`config.mk`:
```
export PLATFORM = sky130hd
export DESIGN_NAME = sdc_regs
export DESIGN_NICKNAME = d
export VERILOG_FILES = /design/src/rtl/sdc_pkg.sv /design/src/rtl/sdc_regs.sv /design/src/rtl/sdc_rst_pulse.sv
export SDC_FILE = /design/constraint.sdc
export NUM_CORES = 1
export LEC_CHECK = 0
export BUFFER_PORTS_ARGS = -buffer_cell sky130_fd_sc_hd__buf_4
export CAP_MARGIN = 10
export CORE_AREA = 2 2 65 67
export CTS_CLUSTER_DIAMETER = 120
export CTS_CLUSTER_SIZE = 28
export DETAILED_ROUTE_END_ITERATION = 16
export DIE_AREA = 0 0 67 69
export GPL_TIMING_DRIVEN = 1
export PLACE_DENSITY = 0.76
export SYNTH_ARGS = -nofsm -noshare
export SYNTH_HDL_FRONTEND = slang
export SYNTH_SLANG_ARGS = --single-unit
```
`constraint.sdc`:
```
create_clock -name ref_clk_in -period 1.3 [get_ports ref_clk_in]
set_input_delay 0.065 -clock ref_clk_in [delete_from_list [all_inputs] [get_ports ref_clk_in]]
set_output_delay 0.065 -clock ref_clk_in [all_outputs]
set_load 0.02 [all_outputs]
```
`src/rtl/sdc_pkg.sv`:
```
// Package for the serial debug controller register block.
// Holds offsets, bit positions, reset values and command codes.
package sdc_pkg;

    // Breakpoint register index space, reached by breakpoint commands only
    localparam logic [1:0] SDC_BKPT_HIGH_IDX   = 2'h0;
    localparam logic [1:0] SDC_BKPT_LOW_IDX    = 2'h2;

    // Debug status/control bit positions
    localparam int SDC_SC_DATA_FAIL_BIT = 0;
    localparam int SDC_SC_WAIT_FAIL_BIT = 1;
    localparam int SDC_SC_WAIT_STAT_BIT = 2;
    localparam int SDC_SC_FORCE_TAG_BIT = 3;
    localparam int SDC_SC_BKEN_BIT   = 4;
    localparam int SDC_SC_ACT_BIT    = 6;

    // Forced reset control
    localparam int SDC_FR_BIT        = 0;
    localparam logic [7:0] SDC_FR_READ_VAL = 8'h00;

    // Reset values
    localparam logic [7:0] SDC_BYTE_RST   = 8'h00;

    // Length of the forced system reset pulse, in clock cycles
    localparam logic [3:0] SDC_FRST_CYCLES = 4'h8;

    // Host command kinds
    typedef enum logic [2:0] {
        SDC_CMD_NONE,
        SDC_CMD_READ_STATUS,
        SDC_CMD_WRITE_CONTROL,
        SDC_CMD_BKPT_READ,
        SDC_CMD_BKPT_WRITE,
        SDC_CMD_WRITE_FRST
    } sdc_cmd_e;

endpackage : sdc_pkg

```
`src/rtl/sdc_regs.sv`:
```
// Serial debug controller registers: status/control, breakpoint address
// and forced reset. Host commands arrive already decoded, one a cycle.
// CPU state inputs are synchronous to ref_clk_in.
`timescale 1ns/100ps
`default_nettype none

// Notes on behaviour
// - Wait/stop status reads 1 in wait/stop or after halt left it.
// - Wait/stop fail flag, bit 1, sets when access fails on wait/stop.
// - Data-valid fail flag, bit 0, follows slow-access conflict per command.
// - Breakpoint address held in two bytes; low at index 2.
// - Compare only when enable bit set; type from force/tag select.
// - Breakpoint bytes reached only by breakpoint commands, not user map.
// - Breakpoint commands accepted while user code runs.
// - Forced reset written only by debug command; user writes ignored.
// - Forced reset register always reads 0x00.
// - Forced reset bits 7..1 reserved, read zero.
// - Writing 1 to bit 0 by debug command forces system reset.
// - Force mode halts at next boundary; tag mode halts on execution.
module sdc_regs
    import sdc_pkg::*;
#(
    parameter int ADDR_W = 16
)
(
    input  wire logic              ref_clk_in,      // Core clock
    input  wire logic              rst_in,          // Sync reset, high
    input  wire logic              cmd_valid_in,    // Host command strobe
    input  wire logic [2:0]        cmd_kind_in,     // sdc_cmd_e code
    input  wire logic [1:0]        cmd_idx_in,      // Breakpoint byte index
    input  wire logic [7:0]        cmd_wdata_in,    // Write data
    output logic [7:0]             cmd_rdata_out,   // Read data, registered
    output logic                   cmd_rvalid_out,  // Read data valid
    input  wire logic              user_wr_in,      // User write to force reg
    input  wire logic [7:0]        user_wdata_in,   // User write data
    output logic [7:0]             user_rdata_out,  // User read of force reg
    input  wire logic              cpu_wait_stop_in,// CPU in wait or stop
    input  wire logic              cpu_bgnd_in,     // CPU in debug halt
    input  wire logic              halt_cmd_in,     // Halt command taken
    input  wire logic              mem_done_in,     // Memory command ended
    input  wire logic              mem_wait_fail_in,// Failed on wait/stop
    input  wire logic              mem_dv_fail_in,  // Failed on slow access
    input  wire logic [ADDR_W-1:0] cpu_addr_in,     // CPU address bus
    input  wire logic              fetch_in,        // Opcode fetch cycle
    input  wire logic              exec_tag_in,     // Tagged opcode executes
    input  wire logic              boundary_in,     // Instruction boundary
    output logic                   bkpt_tag_out,    // Tag fetched opcode
    output logic                   bkpt_halt_out,   // Enter debug halt
    output logic                   sys_rst_out      // Forced system reset
);

    // Breakpoint compare is a fixed pair of bytes
    if (ADDR_W != 16) begin : g_addr_w_check
        $error("sdc_regs supports a 16-bit address only");
    end

    logic [7:0] bkpt_hi_r,  bkpt_hi_nxt;
    logic [7:0] bkpt_lo_r,  bkpt_lo_nxt;
    logic       bken_r,     bken_nxt;
    logic       force_tag_r, force_tag_nxt;
    logic       wait_stop_r, wait_stop_nxt;
    logic       wait_fail_r, wait_fail_nxt;
    logic       data_fail_r, data_fail_nxt;
    logic       pend_r,     pend_nxt;
    logic [7:0] rdata_r,    rdata_nxt;
    logic       rvalid_r,   rvalid_nxt;
    logic       fire;
    logic       hit;
    logic [7:0] status;

    sdc_cmd_e cmd;
    assign cmd = sdc_cmd_e'(cmd_kind_in);

    assign status = {1'b0, cpu_bgnd_in, 1'b0, bken_r, force_tag_r,
                     wait_stop_r, wait_fail_r, data_fail_r};

    // Comparison is live only with the enable bit set
    assign hit = bken_r && (cpu_addr_in == {bkpt_hi_r, bkpt_lo_r});

    // Status group: wait/stop state and access failure flags
    always_comb begin
        wait_stop_nxt = wait_stop_r;
        wait_fail_nxt = wait_fail_r;
        data_fail_nxt = data_fail_r;

        // Stays set while halted if halt pulled the CPU out of wait/stop
        if (cpu_wait_stop_in) begin
            wait_stop_nxt = 1'b1;
        end else if (halt_cmd_in && wait_stop_r) begin
            wait_stop_nxt = 1'b1;
        end else if (!cpu_bgnd_in) begin
            wait_stop_nxt = 1'b0;
        end

        // Reloaded on every access, so a clean one clears an old failure
        if (mem_done_in) begin
            wait_fail_nxt = mem_wait_fail_in;
            data_fail_nxt = mem_dv_fail_in;
        end
    end

    always_ff @(posedge ref_clk_in) begin
        if (rst_in) begin
            wait_stop_r <= 1'b0;
            wait_fail_r <= 1'b0;
            data_fail_r <= 1'b0;
        end else begin
            wait_stop_r <= wait_stop_nxt;
            wait_fail_r <= wait_fail_nxt;
            data_fail_r <= data_fail_nxt;
        end
    end

    // Breakpoint group: address bytes, control bits, force pending
    always_comb begin
        bkpt_hi_nxt   = bkpt_hi_r;
        bkpt_lo_nxt   = bkpt_lo_r;
        bken_nxt      = bken_r;
        force_tag_nxt = force_tag_r;
        pend_nxt      = pend_r;

        // Force mode waits for a boundary; tag mode waits for execution
        if (hit && force_tag_r) begin
            pend_nxt = 1'b1;
        end
        // A boundary consumes the pending match; halting drops it too
        if (boundary_in || cpu_bgnd_in) begin
            pend_nxt = hit && force_tag_r && !cpu_bgnd_in;
        end

        // Accepted whether or not the CPU is halted
        if (cmd_valid_in) begin
            case (cmd)
                SDC_CMD_WRITE_CONTROL: begin
                    bken_nxt      = cmd_wdata_in[SDC_SC_BKEN_BIT];
                    force_tag_nxt = cmd_wdata_in[SDC_SC_FORCE_TAG_BIT];
                end
                SDC_CMD_BKPT_WRITE: begin
                    // Index 1 and 3 name no byte and are dropped
                    if (cmd_idx_in == SDC_BKPT_LOW_IDX) begin
                        bkpt_lo_nxt = cmd_wdata_in;
                    end else if (cmd_idx_in == SDC_BKPT_HIGH_IDX) begin
                        bkpt_hi_nxt = cmd_wdata_in;
                    end
                end
                default: begin
                end
            endcase
        end
    end

    always_ff @(posedge ref_clk_in) begin
        if (rst_in) begin
            bkpt_hi_r   <= SDC_BYTE_RST;
            bkpt_lo_r   <= SDC_BYTE_RST;
            bken_r      <= 1'b0;
            force_tag_r <= 1'b0;
            pend_r      <= 1'b0;
        end else begin
            bkpt_hi_r   <= bkpt_hi_nxt;
            bkpt_lo_r   <= bkpt_lo_nxt;
            bken_r      <= bken_nxt;
            force_tag_r <= force_tag_nxt;
            pend_r      <= pend_nxt;
        end
    end

    // Answer group: read data, read strobe and the reset request
    always_comb begin
        rdata_nxt  = rdata_r;
        rvalid_nxt = 1'b0;
        fire       = 1'b0;

        if (cmd_valid_in) begin
            case (cmd)
                SDC_CMD_READ_STATUS: begin
                    rdata_nxt  = status;
                    rvalid_nxt = 1'b1;
                end
                SDC_CMD_BKPT_READ: begin
                    rdata_nxt  = (cmd_idx_in == SDC_BKPT_LOW_IDX) ?
                                 bkpt_lo_r : bkpt_hi_r;
                    rvalid_nxt = 1'b1;
                end
                // Only this debug path can start the reset pulse
                SDC_CMD_WRITE_FRST: begin
                    fire = cmd_wdata_in[SDC_FR_BIT];
                end
                default: begin
                end
            endcase
        end
    end

    always_ff @(posedge ref_clk_in) begin
        if (rst_in) begin
            rdata_r  <= SDC_BYTE_RST;
            rvalid_r <= 1'b0;
        end else begin
            rdata_r  <= rdata_nxt;
            rvalid_r <= rvalid_nxt;
        end
    end

    // Force mode: halt at the boundary ending the matching access
    assign bkpt_halt_out  = (pend_r && boundary_in && !cpu_bgnd_in)
                          || (exec_tag_in && !cpu_bgnd_in);
    assign bkpt_tag_out   = hit && !force_tag_r && fetch_in;
    assign cmd_rdata_out  = rdata_r;
    assign cmd_rvalid_out = rvalid_r;
    // User writes have no path into the force logic
    assign user_rdata_out = SDC_FR_READ_VAL;

    sdc_rst_pulse u_rst_pulse (
        .ref_clk_in  (ref_clk_in),
        .rst_in      (rst_in),
        .fire_in     (fire),
        .sys_rst_out (sys_rst_out)
    );

endmodule : sdc_regs

`default_nettype wire

```
`src/rtl/sdc_rst_pulse.sv`:
```
// Stretches a one-cycle force request into a system reset pulse.
// Assumes the requester drives a single-cycle strobe on ref_clk_in.
`timescale 1ns/100ps
`default_nettype none

module sdc_rst_pulse
    import sdc_pkg::*;
(
    input  wire logic ref_clk_in,   // Core clock
    input  wire logic rst_in,       // Sync reset, high
    input  wire logic fire_in,      // Start pulse
    output logic      sys_rst_out   // Reset request
);

    logic [3:0] cnt_r;
    logic [3:0] cnt_nxt;

    always_comb begin
        cnt_nxt = cnt_r;
        if (fire_in) begin
            cnt_nxt = SDC_FRST_CYCLES;
        end else if (cnt_r != 4'h0) begin
            cnt_nxt = cnt_r - 4'h1;
        end
    end

    always_ff @(posedge ref_clk_in) begin
        if (rst_in) begin
            cnt_r <= 4'h0;
        end else begin
            cnt_r <= cnt_nxt;
        end
    end

    // The forced reset must not feed rst_in here, or the pulse would
    // cut itself short after one cycle.
    assign sys_rst_out = (cnt_r != 4'h0);

endmodule : sdc_rst_pulse

`default_nettype wire
```
# Word-level counts from Yosys, hierarchy flattened

Cells that the tools add are included.

Output and inout bits: 20
Logic and storage cells: 60
Input port bits: 50
Bits in registers: 35

Reduce and logical (&&, ||, !) cells: 25
Bitwise gates (word level): 2
$add $sub $neg: 1
Equal/unequal tests: 8
Muxes and demuxes: 12

Operators by type and width:

| cell                  | count |
|---|---|
| $eq A16 B16 Y1        | 1 |
| $pmux W8 S2           | 1 |
| $logic_and A1 B1 Y1   | 9 |
| $mux W1               | 8 |
| $mux W4               | 2 |
| $mux W8               | 1 |
| $eq A3 B2 Y1 const B  | 2 |
| $eq A3 B3 Y1 const B  | 2 |
| $reduce_bool A2 Y1    | 3 |
| $reduce_or A2 Y1      | 3 |
| $reduce_and A2 Y1     | 2 |
| $reduce_and A4 Y1     | 1 |
| $reduce_bool A4 Y1    | 1 |
| $sub A4 B1 Y4 const B | 1 |
| $eq A3 B1 Y1 const B  | 1 |
| $ne A3 B2 Y1 const B  | 1 |
| $reduce_and A3 Y1     | 1 |
| $eq A2 B2 Y1 const B  | 1 |
| $logic_not A1 Y1      | 2 |
| $logic_not A2 Y1      | 1 |
| $logic_or A1 B1 Y1    | 2 |
| $not A1 Y1            | 2 |

# Depth between registers and ports, before layout

Word-level depth: 5
Gate-level depth with buffers: 6
Depth with buffers taken out: 5

# Cells and area by module

From an unflattened synthesis, not the netlist that was laid out.

Cell total of the unflattened synthesis: 191
Area, all modules: 1,790.5 um^2

By module, submodules not included:

| module        | cells an instance | area an instance (um^2) | instances | seq. area each (um^2) |
|---|---|---|---|---|
| sdc_regs      | 169               | 1,586.5                 | 1         | 620.6 |
| sdc_rst_pulse | 22                | 203.9                   | 1         | 80.1 |

# Worst setup path after synthesis

No wires, ideal clock.

Path type: reg-to-output
From: register bkpt_hi_r[7]
To: output bkpt_tag_out
Stages on the path, launching flop included: 5
Arrival: 1.424 ns
Setup slack: -0.189 ns
Required time: 1.235 ns
Buffers on the path: 0
Cell sequence: dfxtp_1 > xor2_1 > nor4_1 > nand4_1 > nor3_1

Cells in the longest elaborated chain, start to end: 4

RTL lines:

| item                              | RTL line        | RTL |
|---|---|---|
| start, declared                   | sdc_regs.sv:57  | `logic [7:0] bkpt_hi_r, bkpt_hi_nxt;` |
| start signal, assigned            | sdc_regs.sv:160 | `bkpt_hi_r <= bkpt_hi_nxt;` |
| $eq A16 B16 Y1                    | sdc_regs.sv:78  | `assign hit = bken_r && (cpu_addr_in == {bkpt_hi_r, bkpt_lo_r});` |
| $logic_and A1 B1 Y1               | sdc_regs.sv:78  |  |
| $logic_and A1 B1 Y1 (2 in series) | sdc_regs.sv:208 | `assign bkpt_tag_out = hit && !force_tag_r && fetch_in;` |
| end, declared                     | sdc_regs.sv:47  | `output logic bkpt_tag_out,` |

No other way between the ends.

# Worst setup path after layout

From: register bkpt_lo_r[5]
To: output bkpt_tag_out

Cells in the longest elaborated chain, start to end: 4

RTL lines:

| item                              | RTL line        | RTL |
|---|---|---|
| start, declared                   | sdc_regs.sv:58  | `logic [7:0] bkpt_lo_r, bkpt_lo_nxt;` |
| start signal, assigned            | sdc_regs.sv:161 | `bkpt_lo_r <= bkpt_lo_nxt;` |
| $eq A16 B16 Y1                    | sdc_regs.sv:78  |  |
| $logic_and A1 B1 Y1               | sdc_regs.sv:78  |  |
| $logic_and A1 B1 Y1 (2 in series) | sdc_regs.sv:208 |  |

No other way between the ends.

==> impl_metrics.tcl <==
set metrics [dict create \
    ys_seq_area_share_pct 39.1 \
    pwr-share-comb_pct 26.2 \
    root_buffer "clkbuf_8" \
    wl_met2_um 1990 \
    worstReg2RegEnd "pend_r" \
    p_per_area_nw_per_um2 1080 \
    hold_end "data_fail_r" \
    fin_setup_tns_ps -388 \
    synth-main-ff-cell "dfxtp_1" \
    p_sw_uw 794 \
    drt-initial-drc-count 66 \
    hold_path.class "in2reg" \
    startpoint_type "flip-flop" \
    reg2reg_from "bkpt_lo_r[3]" \
    die_area_um2 4620 \
    rsz0062_at_grt "yes" \
    antenna_found_initial 0 \
    cp_max_fo 2 \
    regArea_um2 704 \
    num_antenna_cells 0 \
    cap_violations 0 \
    max_clock_freq_mhz 592 \
    path_buf_inv 2 \
    critPathLaunch "bkpt_lo_r[5]" \
    dpl-instance-area_um2 2320 \
    cp-end-kind "output pin" \
    status "finished with violations" \
    p_total_uw 2670 \
    leakage_uw 0.00127 \
    layout_setup_ws_ps -388 \
    whs_ps 9.23 \
    worst_ep_arrival_time_ps 1620 \
    peakVddDrop_mv 0.576 \
    drive_gt1_share_pct 35.4 \
    area_delta_synth_final_pct 38.0 \
    synth_edf_count 0 \
    wl_per_cell_um 13.4 \
    viasPerCell 4.92 \
    netlist_area_um2 1790 \
    synth_warnings 0 \
    p_int_uw 1880 \
    synth_cell_type_count 38 \
    grt_remaining_overflow 0 \
    ys_async_sr_fraction_pct 0 \
    io_buffers 52 \
    multi_input_area_um2 1020 \
    dr.pass1.iters 4 \
    row_count 23 \
    netlist.area_leader.share_pct 39.1 \
    vias 1566 \
    cp.required_ps 1240 \
    crit_chain "xor2_1, nor4_2, buf_4, nand2_2, nor3_4, buf_6" \
    grt_max_degree 35 \
    ios 70 \
    fin_area_um2 2470 \
    synth_area_leader_cell "dfxtp_1" \
    holdPathStages 3 \
    clk_pin_slew_ps 80 \
    finalSetupViolations 1 \
    drcViolationCount 0 \
    place_congestion 0.775 \
    htree_levels 2 \
    power_frac_seq_pct 44.1 \
    critical_path_class "reg2out" \
    fill_cells 357 \
    clkPwrFrac_pct 29.7 \
    period_minus_slack_ps 1690 \
    routed.top_layer "met4" \
    dr_wl_met3_um 268 \
    fin_skew_ps 5.28 \
    hold_path.startpoint "mem_dv_fail_in" \
    cts_buffers 5 \
    grt_usage_pct 19.6 \
    floorplan.initialDensity_pct 45.8 \
    postRouteAntennaNets 0 \
    swShare_pct 29.7 \
    ctsLongestPathBuffers 2 \
    place_hpwl_um 3270 \
    crit_slowest_cell "dfxtp_1" \
    yosys.cell_count.top_type "dfxtp_1" \
    core_um2 3910 \
    final_nets 319 \
    r2r_cells 5 \
    r2r_slack_ps 70 \
    cts.sink_count 35 \
    synth.ff_latch_count 35 \
    synth_area_per_cell_um2 9.24 \
    netlist_instances 194 \
    drt-met1-wl_um 1910 \
    clock_latency_ps 290 \
    netlist_top_cells_count "35 x dfxtp_1, 31 x nor2_1, 28 x mux2i_1" \
    first_global_vias 1498 \
    wirelength_um 4270 \
    violations "setup timing" \
    hold_viol 0 \
    die_h_um 69 \
    critical_path.max_stage_delay_ps 320 \
    critPathTopFamily "simple AND/OR/NAND/NOR gates" \
    cts_tree "built" \
    grt_pass1_wl_um 6930 \
    die_x_um 67 \
    report.final.slew_viol_count 0 \
    ys_top_cells_by_area "dfxtp_1 39%, mux2i_1 16%, nor2_1 6.5%, xor2_1 5.9%, buf_4 3.4%" \
    finalCritPeriodShare_pct 130 \
]
state kept, by name, indices dropped and copies added (netlist names):
| signal | cells |
|---|---|
| bken_r | 1 |
| bkpt_hi_r | 8 |
| bkpt_lo_r | 8 |
| cmd_rdata_out | 8 |
| cmd_rvalid_out | 1 |
| data_fail_r | 1 |
| force_tag_r | 1 |
| pend_r | 1 |
| u_rst_pulse.cnt_r | 4 |
| wait_fail_r | 1 |
| wait_stop_r | 1 |
power by group through the flow:
stage	clock network [µW]	registers (µW)	logic, µW
3_3_place_gp	0	1200	594
4_1_cts	808	1180	624
3_5_place_dp	0	1200	604
6_report	793	1180	701
2_1_floorplan	0	1200	397
5_1_grt	866	1190	773
cells by family after synthesis:
| logic type | synth area share [%] |
|---|---|
| AO/OA/AOI/OAI | 9.01 |
| XOR/XNOR | 7.33 |
| adder cells (fa/ha/maj) | 1.40 |
| buffers and inverters | 7.75 |
| flip-flops | 39.1 |
| multiplexers | 15.6 |
| other | 0.209 |
| AND/OR/NAND/NOR | 19.6 |
layout make-up:
cell class | instances | share of cell area (%)
clock buffer | 5 | 2.78
clock inverter | 3 | 0.810
inverter | 6 | 0.911
multi-input combinational | 143 | 41.1
sequential | 35 | 28.5
tap | 50 | 2.53
timing repair buffer | 76 | 23.3
cell usage in the layout (no fill, tap or decap), types with 5 or more instances in the layout:
cell      instances
clkbuf_8          5
mux2i_1          28
buf_4            74
xor2_1           11
dfxtp_1          32
nand2_1           9
inv_1             6
conb_1            8
nor2_1           31
a211o_1           6
a21oi_1          10
per-layer routing:
layer,track usage [%],up-vias
li1,-,794
met1,25.6,711
met2,31.2,51
met3,5.87,10
met4,4.99,0
met5,0,-
timing repair:
item,4_1_cts,5_1_grt
pin swaps,4,6
hold buffers,1,0
setup buffers,0,3
resized for setup,6,4
endpoints found under the setup margin,3,3
gates cloned,0,0
hold endpoints to repair,1,0
tightest hold or removal path, cell delays in order:
cell and delay [ps]:
buf_4 80, mux2i_1 50, nor2_1 70
worst max-delay path by stage:
stage	end	slack, ps	cells after the start
after floorplan	bkpt_tag_out	40	4
after global placement	bkpt_tag_out	-120	5
after detailed placement	bkpt_tag_out	-170	6
after CTS	bkpt_tag_out	-420	5
after global routing	bkpt_tag_out	-480	5
final	bkpt_tag_out	-390	6
stage by stage:
step	utilization [%]	setup slack, ps	cells
CTS	62.3	-416	316
global route	63.2	-480	318
floorplan	-	41.0	201
finish	63.2	-388	318
global placement	59.4	-117	307
detailed placement	59.4	-170	307
(Power assumes the default switching activity.)
